### src/core/sam_pkg.sv
// Purpose: constants and decode for the alert-mask block
// Assumes: one command at a time from the command decoder
// Notes: used by the mask block, which passes its masks and reset values to the mask register
package sam_pkg;
  // ************************************
  // command and selectors
  // ************************************
  localparam logic [7:0] CMD_ALERT_MASK = 8'h1b;
  localparam logic [7:0] SEL_CML_CODE = 8'h7e;
  localparam logic [7:0] SEL_OTHER_CODE = 8'h7f;
  localparam logic [7:0] SEL_MFR_CODE = 8'h80;
  // ************************************
  // field layouts and reset values
  // ************************************
  localparam logic [7:0] CML_WR_MASK = 8'hf2;
  localparam logic [7:0] MFR_WR_MASK = 8'hce;
  localparam logic [7:0] OTHER_FIXED = 8'h01;
  localparam logic [7:0] CML_RST = 8'hf2;
  localparam logic [7:0] MFR_RST = 8'hce;
  localparam int MFR_SELF_BIT = 6;
  localparam int MFR_SYNC_BIT = 1;

  typedef enum logic [1:0] {SEL_NONE, SEL_CML, SEL_OTHER, SEL_MFR} sam_sel_t;

  function automatic sam_sel_t decodeSel(input logic [7:0] code,
                                         input logic [7:0] sel);
    decodeSel = SEL_NONE;
    if (code == CMD_ALERT_MASK)
    begin
      if (sel == SEL_CML_CODE)
        decodeSel = SEL_CML;
      else if (sel == SEL_OTHER_CODE)
        decodeSel = SEL_OTHER;
      else if (sel == SEL_MFR_CODE)
        decodeSel = SEL_MFR;
    end
  endfunction : decodeSel
endpackage : sam_pkg

### src/core/sam_alert_mask.sv
// Purpose: alert masks for comm/logic, other and vendor status groups
// Assumes: command, status and memory ports come from same-clock logic
// Notes: alert output is active high; pin driver lives elsewhere
`timescale 1ns/100ps
module sam_alert_mask (
  input wire logic clk_sys,
  input wire logic rst_b,
  input wire logic cmdStb,
  input wire logic cmdWr,
  input wire logic [7:0] cmdCode,
  input wire logic [7:0] cmdSel,
  input wire logic [7:0] cmdData,
  input wire logic [7:0] commLogicStatus,
  input wire logic [7:0] vendorStatus,
  input wire logic nvmLoad,
  input wire logic [7:0] nvmCmlData,
  input wire logic [7:0] nvmMfrData,
  input wire logic nvmStore,
  output logic rdValid_r,
  output logic [7:0] rdData_r,
  output logic cmdNack_r,
  output logic storeValid_r,
  output logic [7:0] storeCml_r,
  output logic [7:0] storeMfr_r,
  output logic alert_r
);
  // ************************************
  // decode
  // ************************************
  sam_pkg::sam_sel_t sel;
  logic cmlWr;
  logic mfrWr;
  logic rdReq;
  logic [7:0] cmlMask_r;
  logic [7:0] mfrMask_r;
  logic [7:0] rdData_nxt;
  logic alert_nxt;

  assign sel = sam_pkg::decodeSel(cmdCode, cmdSel);
  assign cmlWr = cmdStb && cmdWr && (sel == sam_pkg::SEL_CML);
  assign mfrWr = cmdStb && cmdWr && (sel == sam_pkg::SEL_MFR);
  assign rdReq = cmdStb && !cmdWr;

  // ************************************
  // mask registers
  // ************************************
  sam_mask_reg #(
    .WR_MASK(sam_pkg::CML_WR_MASK),
    .RST_VAL(sam_pkg::CML_RST)
  ) uCml (
    .clk_sys(clk_sys),
    .rst_b(rst_b),
    .wrEn(cmlWr),
    .wrData(cmdData),
    .ldEn(nvmLoad),
    .ldData(nvmCmlData),
    .value_r(cmlMask_r)
  );

  sam_mask_reg #(
    .WR_MASK(sam_pkg::MFR_WR_MASK),
    .RST_VAL(sam_pkg::MFR_RST)
  ) uMfr (
    .clk_sys(clk_sys),
    .rst_b(rst_b),
    .wrEn(mfrWr),
    .wrData(cmdData),
    .ldEn(nvmLoad),
    .ldData(nvmMfrData),
    .value_r(mfrMask_r)
  );

  // ************************************
  // read back
  // ************************************
  always_comb
  begin
    case (sel)
      sam_pkg::SEL_CML: rdData_nxt = cmlMask_r;
      sam_pkg::SEL_OTHER: rdData_nxt = sam_pkg::OTHER_FIXED;
      sam_pkg::SEL_MFR: rdData_nxt = mfrMask_r;
      default: rdData_nxt = 8'h00;
    endcase
  end

  always_ff @(posedge clk_sys or negedge rst_b)
  begin
    if (!rst_b)
    begin
      rdValid_r <= 1'b0;
      rdData_r <= 8'h00;
    end
    else
    begin
      rdValid_r <= rdReq;
      if (rdReq)
        rdData_r <= rdData_nxt;
    end
  end

  // unknown selector or command refused; other-mask write is dropped
  always_ff @(posedge clk_sys or negedge rst_b)
  begin
    if (!rst_b)
      cmdNack_r <= 1'b0;
    else
      cmdNack_r <= cmdStb && (sel == sam_pkg::SEL_NONE);
  end

  // ************************************
  // save to nonvolatile memory
  // ************************************
  always_ff @(posedge clk_sys or negedge rst_b)
  begin
    if (!rst_b)
    begin
      storeValid_r <= 1'b0;
      storeCml_r <= 8'h00;
      storeMfr_r <= 8'h00;
    end
    else
    begin
      storeValid_r <= nvmStore;
      if (nvmStore)
      begin
        storeCml_r <= cmlMask_r;
        storeMfr_r <= mfrMask_r;
      end
    end
  end

  // ************************************
  // alert
  // ************************************
  // self and sync faults pass like any other unmasked vendor bit
  assign alert_nxt = (|(commLogicStatus & ~cmlMask_r)) ||
                     (|(vendorStatus & ~mfrMask_r));

  always_ff @(posedge clk_sys or negedge rst_b)
  begin
    if (!rst_b)
      alert_r <= 1'b0;
    else
      alert_r <= alert_nxt;
  end
endmodule : sam_alert_mask

### src/core/sam_mask_reg.sv
// Purpose: one 8-bit alert mask with writable and fixed-zero bits
// Assumes: load and write are same-clock pulses
// Notes: load wins over a host write in the same cycle
`timescale 1ns/100ps
module sam_mask_reg #(
  parameter logic [7:0] WR_MASK = 8'hff,
  parameter logic [7:0] RST_VAL = 8'hff
) (
  input wire logic clk_sys,
  input wire logic rst_b,
  input wire logic wrEn,
  input wire logic [7:0] wrData,
  input wire logic ldEn,
  input wire logic [7:0] ldData,
  output logic [7:0] value_r
);
  logic [7:0] value_nxt;

  always_comb
  begin
    value_nxt = value_r;
    if (ldEn)
      value_nxt = ldData & WR_MASK;
    else if (wrEn)
      value_nxt = wrData & WR_MASK;
  end

  always_ff @(posedge clk_sys or negedge rst_b)
  begin
    if (!rst_b)
      value_r <= RST_VAL;
    else
      value_r <= value_nxt;
  end
endmodule : sam_mask_reg

### config.mk
export PLATFORM = sky130hd
export DESIGN_NAME = sam_alert_mask
export DESIGN_NICKNAME = d
export VERILOG_FILES = /design/src/core/sam_pkg.sv /design/src/core/sam_alert_mask.sv /design/src/core/sam_mask_reg.sv
export SDC_FILE = /design/constraint.sdc
export NUM_CORES = 1
export LEC_CHECK = 0
export BUFFER_PORTS_ARGS = -buffer_cell sky130_fd_sc_hd__clkbuf_2
export CAP_MARGIN = 0
export CORE_MARGIN = 2
export CORE_UTILIZATION = 40
export CTS_CLUSTER_DIAMETER = 120
export DETAILED_ROUTE_END_ITERATION = 6
export PLACE_DENSITY = 0.75
export SLEW_MARGIN = 15
export SYNTH_ARGS = -nofsm -noshare
export SYNTH_HDL_FRONTEND = slang
export SYNTH_SLANG_ARGS = --single-unit
### constraint.sdc
create_clock -name clk_sys -period 3 [get_ports clk_sys]
set_input_delay 0.3 -clock clk_sys [delete_from_list [all_inputs] [get_ports clk_sys]]
set_output_delay 0.3 -clock clk_sys [all_outputs]
set_load 0.03 [all_outputs]
# Word level (Yosys, flattened, before mapping)
# Index checks and enable logic that the tools add are counted.
[classes] eq_ne=7 n_mux=9 bitwise_logic=4 n_reduce_logical=12
[op_table] op="2-to-1 mux 8 bit" n=4
[op_table] op="case mux 8 bit (3 select lines)" n=1
[op_table] op="bitwise AND 8 bit" n=2
[op_table] op="equality test 8 x 7 -> 1 bit (second input constant)" n=2
[op_table] op="NOT 8 bit" n=2
[op_table] op="OR reduction 8 bit" n=2
[op_table] op="equality test 8 x 5 -> 1 bit (second input constant)" n=1
[op_table] op="equality test 8 bit (second input constant)" n=1
[op_table] op="2-to-1 mux 2 bit" n=4
[op_table] op="logical AND 1 bit" n=5
[op_table] op="equality test 2 bit (second input constant)" n=2
[op_table] op="nonzero test 2 bit" n=2
[op_table] op="equality test 2 x 1 -> 1 bit (second input constant)" n=1
[op_table] op="logical NOT 2 bit" n=1
[op_table] op="logical NOT 1 bit" n=1
[op_table] op="logical OR 1 bit" n=1
[word_totals] reg_bits=44 in_bits=62 out_inout_bits=28

# Logic depth before layout (Yosys ltp)
# Gate-level depths: netlist of run 1.
[depth] depth_word=9 depth_mapped=5 depth_no_buf=4

# Modules after synthesis
# From an unflattened synthesis of run 1, not the netlist that was laid out.
[unflattened] hier_cells=167 area_unflattened_um2=1834.3
[modules_own_cells] mod="sam_alert_mask" instances=1 cells_per_inst=115 area_each_um2=1298.7
[modules_own_cells] mod="sam_mask_reg" instances=2 cells_per_inst=26 area_each_um2=267.8

# Worst setup path before layout of run 1
# Ideal clock, no wire load.
[synth_path] path_type="in2reg" from="in cmdCode[1]" to="reg rdData_r[6]" setup_time_ns=0.126 arrival_ns=1.160 required_ns=2.874 slack_ns=1.714 stages=5 path_cell_list="and4b_1 -> and4_1 -> buf_6 -> a221oi_1 -> nor2_1"
[synth_between] elab_chain_len=4
[synth_lines] element="start, declared" line_no="sam_alert_mask.sv:10" text="input wire logic [7:0] cmdCode,"
[synth_lines] element="equality test 8 x 5 -> 1 bit *" line_no="sam_pkg.sv:28" text="if (code == CMD_ALERT_MASK)"
[synth_lines] element="2-to-1 mux 2 bit *" line_no="sam_pkg.sv:28"
[synth_lines] element="equality test 2 bit or equality test 2 x 1 -> 1 bit (tied branches)" line_no="sam_alert_mask.sv:78" text="case (sel)"
[synth_lines] element="case mux 8 bit (3 select lines) *" line_no="sam_alert_mask.sv:78"
[synth_lines] element="end signal, assigned" line_no="sam_alert_mask.sv:97" text="rdData_r <= rdData_nxt;"
[synth_lines] element="end, declared" line_no="sam_alert_mask.sv:20" text="output logic [7:0] rdData_r,"
# Mark *: on every way between the ends. The rest lies on a longest branch, timed or not.
# A chain may end at the register's enable or synchronous reset.

# Worst setup path after layout of run 1
[layout_path] from="in cmdCode[5]" to="reg uCml.value_r[5]"
[layout_between] elab_chain_len=5
[layout_lines] element="equality test 8 x 5 -> 1 bit" line_no="sam_pkg.sv:28"
[layout_lines] element="2-to-1 mux 2 bit" line_no="sam_pkg.sv:28"
[layout_lines] element="equality test 2 x 1 -> 1 bit" line_no="sam_alert_mask.sv:40" text="assign cmlWr = cmdStb && cmdWr && (sel == sam_pkg::SEL_CML);"
[layout_lines] element="logical AND 1 bit" line_no="sam_alert_mask.sv:40"
[layout_lines] element="nonzero test 2 bit (no source line)"
[layout_lines] element="end signal, assigned" line_no="sam_mask_reg.sv:33" text="value_r <= value_nxt;"
[layout_lines] element="end, declared" line_no="sam_mask_reg.sv:15" text="output logic [7:0] value_r"
# Every way passes these cells.

==> results of run 1 <==
==> per-layer routing <==
metal  routed length [µm]  vias to the layer above  global-route usage [%]  part of all wire [%]
met5                    0                        -                       0                     0
met2                 1850                       78                    30.1                    46
met1                 1740                      648                    24.8                    43
met3                  333                        7                    5.33                   8.3
met4                   76                        0                    8.93                   1.9
li1                     -                      697                       -                     -
==> power groups by stage <==
| stage | clock network, µW | logic (µW) | registers [µW] |
|---|---|---|---|
| after floorplan | 0 | 81.3 | 546 |
| after global placement | 0 | 196 | 508 |
| after detailed placement | 0 | 200 | 511 |
| after CTS | 328 | 201 | 503 |
| after global routing | 350 | 217 | 507 |
| final | 318 | 198 | 503 |
==> cell type report <==
cell class | count | area share [%]
multi-input combinational | 106 | 33.2
sequential | 32 | 39.5
inverter | 10 | 1.82
clock inverter | 1 | 0.243
clock buffer | 7 | 3.71
tap | 50 | 3.04
timing repair buffer | 76 | 18.5
==> layout by cell type, fill, tap and decap left out, types with 10 or more instances in the layout <==
cell type  instances
clkbuf_2          76
dfrtp_1           22
o21ai_0           15
nand2_1           13
a21oi_1           11
nor2b_1           11
inv_1             10
a31oi_1           10
mux2_2            10
dfstp_2           10
==> metrics by stage <==
| stage | hold slack (ps) | total power, µW |
|---|---|---|
| final | 79.1 | 1020 |
| after global routing | 146 | 1070 |
| after CTS | 103 | 1030 |
| after detailed placement | 417 | 711 |
| after global placement | 409 | 704 |
| after floorplan | 4.41 | 628 |
==> worst max-delay path, delay by kind of cell <==
| family | cells | cell delay (ps) |
|---|---|---|
| buffers and inverters | 1 | 100 |
| and+or+nand+nor | 2 | 820 |
| AOI/OAI and AO/OA | 2 | 330 |
==> state kept, by name, indices dropped and copies added, names as in the netlist <==
name          count
rdData_r          8
storeMfr_r        5
rdValid_r         1
alert_r           1
storeCml_r        5
cmdNack_r         1
uMfr.value_r      5
storeValid_r      1
uCml.value_r      5
==> path summary, 6_finish.rpt <==
| kind | endpoint | startpoint |
|---|---|---|
| min in group clk_sys | alert_r | commLogicStatus[0] |
| max reg2reg | alert_r | uCml.value_r[7] |
| min | storeCml_r[6] | rst_b |
| max | uCml.value_r[5] | cmdCode[5] |
| min reg2reg | rdData_r[2] | rdData_r[2] |
| max in group asynchronous | storeMfr_r[1] | rst_b |
==> Yosys cell counts <==
library cell,n,area (µm²)
and4_1,3,26.3
o22ai_1,4,25.0
nand4_1,3,18.8
dfstp_2,10,263
a221oi_1,1,8.76
conb_1,1,3.75
nor4b_4,1,23.8
o21a_1,1,7.51
nor4b_2,1,15.0
a31oi_1,10,62.6
mux2_2,10,113
nor2_1,2,7.51
and4b_1,3,30.0
nand3_1,1,5.00
and2_1,1,6.26
nand2b_1,1,6.26
o21ai_1,2,10.0
dfrtp_1,22,551
clkbuf_1,3,11.3
nor4_2,1,12.5
buf_4,6,45.0
o21ai_0,15,75.1
a22oi_1,2,15.0
nand2_1,13,48.8
buf_2,1,5.00
a2111oi_0,1,8.76
buf_6,3,33.8
a21oi_1,11,55.1
nor4_1,2,12.5
inv_1,10,37.5
nor2b_1,11,68.8
==> kinds of logic after synthesis <==
family / Yosys count / synth area share [%]
mux: 10 / 6.99
simple gates: 43 / 17.5
compound gates: 47 / 16.6
other cells: 1 / 0.233
flops: 32 / 50.5
buf+inv: 23 / 8.23
==> impl_metrics.ini, run 1 <==
[route]
vias_per_cell = 5.07
vias = 1430
drc_errors = 0
dr.pass1.iters = 4
wirelength_um = 4000
drt.antenna.violating_nets = 0
first_iter_violations = 38
routedWlPerCell_um = 14.2

[layout]
final_util_pct = 52.2
n_antenna_cell = 0
layout-drive-gt1-share_pct = 45.3
fin_nets = 293
ff_latch_area_um2 = 813
multi_input_area_um2 = 684
fillCellCount = 364
areaGrowthSynthToFinish_pct = 27.8
design_area_um2 = 2060
final_cells = 282

[setup_path]
worstPathCellList = clkbuf_2 -> nor4b_4 -> and4_1 -> a31oi_1 -> a21oi_1
cp_max_fo = 8
startpoint_type = input pin
crit_type = input pin to register
cp.required_ps = 3220
arrival_ps = 1540
slowest_stage = and4_1
cpPeakStageDelay_ps = 440
rrSetupSlack_ps = 1690
rr_worst_depth = 3
worst_setup_path_end_kind = register

[synth]
synth.cell_area_um2 = 1610
avgSynthCellArea_um2 = 10.3
yosys_warnings = 0
ys_seq_area_share_pct = 50.5
ys_ff_latch = 32
synth.distinct_cells = 31
synthCells = 156

[power]
p_int_uw = 716
p_sw_share_pct = 29.8
p_comb_share_pct = 19.4
p_switching_uw = 304
clockPowerShare_pct = 31.2
power_frac_seq_pct = 49.4
p_per_area_nw_per_um2 = 495
p_leak_uw = 0.000989
vdd_ir_drop_max_mv = 0.211

[die]
die_h_um = 67.5
coreArea_um2 = 3940
ioPinCount = 90
rows = 23
start_util_pct = 40.9
die_area_um2 = 4550
die_w_um = 67.5

[clocking]
clk_pin_slew_worst_paths_ps = 60
htree_levels = 2
ctsHoldBuffers = 0
cts_sinks = 32
cts_setup_buffers = 0
cts_buffer_depth = 2
clock_latency_ps = 290
clockRootBuffer = clkbuf_8
tritoncts = done
ctsResizeCount = 0
cts_buffers = 5

[global_routing]
grt_pass1_vias = 1337
grt-ovfl-total = 0
antenna_found_initial = 0
grt_start_max_net_pins = 33
grt_pass1_wl_um = 6320
groute.usage.overall_pct = 19.3

[worst_hold_path]
hold_path_class = input pin to asynchronous set/reset pin

[place]
place_hpwl_um = 3060
portBuffers = 76
dpl.cell_count = 274
placed_cell_area_um2 = 1980
globalplace.congestion = 0.775
place_ws_ps = 1380

[sta]
skew_ps = 5.61
min_period_ps = 1330
hold_viol_final = 0
setup_slack_ps = 1670
setup_viol = 0
finalCritPeriodShare_pct = 44.2
max_freq_mhz = 755
rsz0062_at_grt = no
tightest_slew_ps = 785
tns_ps = 0
slew_headroom_pct = 47.7
finalMaxSlewViolations = 0

[flow_run]
max-cap-violations = 0

[run_status]
status = finished, final reports clean
Note: power is estimated with default switching activity, not from simulation.
==> run 2, diff against run 1 <==
Clock period 3 ns to 1.3 ns, I/O delays scaled along.
==> run 2 against run 1 <==
  * Wire length is 1.3% lower
  * Via count is 7.4% higher
  * Global-route usage is 1.0 points lower
  * Sequential share of layout area is 2.1 points lower
  * Clock-buffer cell count is 1 lower
  * Cell count is 4.6% higher
  * Final area is 5.7% higher
  * Setup slack worse by 1600 ps
  * Critical path type is now register to register
  * Largest cell class unchanged
  * Highest routed layer unchanged
==> impl_metrics.ini, run 2 (synthesis gave the netlist of run 1 again) <==
[global_routing]
grt_pass1_wl_um = 6020
grt_use_met2_pct = 28.1
met1_usage_pct = 23.8
antenna_found_initial = 0
grt-ovfl-total = 0
grt.busiest_layer = met2
groute.usage.overall_pct = 18.3
grt_pass1_vias = 1290
use_met3_pct = 7.17
grt_start_max_net_pins = 33

[sta]
whs_ps = 53.4
max_freq_mhz = 843
finalCritPeriodShare_pct = 91.3
setup_viol = 0
min_period_ps = 1190
hold_viol_final = 0
finalMaxSlewViolations = 0
skew_ps = 7.95
rsz0062_at_grt = no

[power]
p_leak_uw = 0.00106
p_int_uw = 1720
vdd_ir_drop_max_mv = 0.422
p_per_area_nw_per_um2 = 1110
power_uw = 2430
p_comb_share_pct = 20.6
clockPowerShare_pct = 32.1
p_sw_share_pct = 29.0
p_switching_uw = 704
power_frac_seq_pct = 47.4

[setup_path]
cp_max_fo = 4
crit_type = register to register
startpoint_type = register
arrival_ps = 1340
worst_setup_path_end_kind = register
cp.required_ps = 1450

[place]
portBuffers = 76
placed_cell_area_um2 = 2070
place_hpwl_um = 3130
dpl.cell_count = 286
globalplace.congestion = 0.786

[layout]
fin_nets = 306
layout_common_cells = clkbuf_2, dfrtp_1, o21ai_0
fillCellCount = 367
top_register = rdData_r
n_antenna_cell = 0
final_common_cell = clkbuf_2
final_util_pct = 55.2
final_cells = 295
largest_reg_flops = 8
layout-drive-gt1-share_pct = 49.0
areaGrowthSynthToFinish_pct = 35.1
design_area_um2 = 2180

[route]
first_iter_violations = 84
vias = 1536
drc_errors = 0
dr.pass1.iters = 4
routedWlPerCell_um = 13.4
drt.antenna.violating_nets = 0
vias_per_cell = 5.21
wirelength_um = 3950

[die]
ioPinCount = 90
coreArea_um2 = 3940
die_area_um2 = 4550
start_util_pct = 40.9
rows = 23
die_w_um = 67.5
die_h_um = 67.5

[flow_run]
max-cap-violations = 0

[clocking]
cts_setup_buffers = 0
cts_buffers = 5
tritoncts = done
cts_sinks = 32
htree_levels = 2
clock_latency_ps = 290
cts_buffer_depth = 2
clk_pin_slew_worst_paths_ps = 70
clockRootBuffer = clkbuf_8

[run_status]
status = finished, final reports clean

[worst_hold_path]
hold_path_class = input pin to register
## run 2: worst max-delay path: stages, from the launching register on
cell and delay, ps:
dfstp_2 560, o22ai_1 100, nor4_1 280, nand3_1 110
## run 2: worst paths after layout
path	startpoint	to	slack, ps	cells after the start
worst min-delay path	vendorStatus[0]	alert_r	50	3
max in group asynchronous	rst_b	uCml.value_r[1]	570	3
min in group asynchronous	rst_b	storeMfr_r[3]	390	3
worst max register to register	uCml.value_r[4]	alert_r	110	3
worst min register to register	rdData_r[3]	rdData_r[3]	480	2
worst max-delay path	uCml.value_r[4]	alert_r	110	3
## run 2: area by class of cell
cell class,count,area (µm²),share of cell area [%]
multi-input combinational,106,691,31.7
tap,50,62.6,2.87
inverter,10,37.5,1.72
timing repair buffer,89,480,22.1
clock inverter,2,10.0,0.460
sequential,32,813,37.4
clock buffer,6,82.6,3.79
## run 2: metal layers
metal | wire length [µm] | vias to the layer above
li1 | - | 730
met1 | 1700 | 721
met2 | 1800 | 80
met3 | 404 | 5
met4 | 45 | 0
met5 | 0 | -
## run 2: what timing repair did
item	CTS	global route
endpoints found under the setup margin	1	1
hold buffers	1	0
pin swaps	0	1
endpoints found under the hold margin	22	0
resized for setup	1	1
## run 2: stage by stage
step                      setup slack (ps)  setup TNS (ps)
final                                  113               0
after CTS                             10.9               0
after global routing                  45.4               0
after global placement               -24.7            -214
after floorplan                        122               0
after detailed placement             -75.7            -461
## run 2: power by group through the flow
stage | Clock [µW] | Sequential (µW) | Combinational (µW)
final | 777 | 1150 | 499
after CTS | 802 | 1150 | 501
after floorplan | 0 | 1260 | 188
after global placement | 0 | 1170 | 487
after detailed placement | 0 | 1170 | 497
after global routing | 851 | 1160 | 548
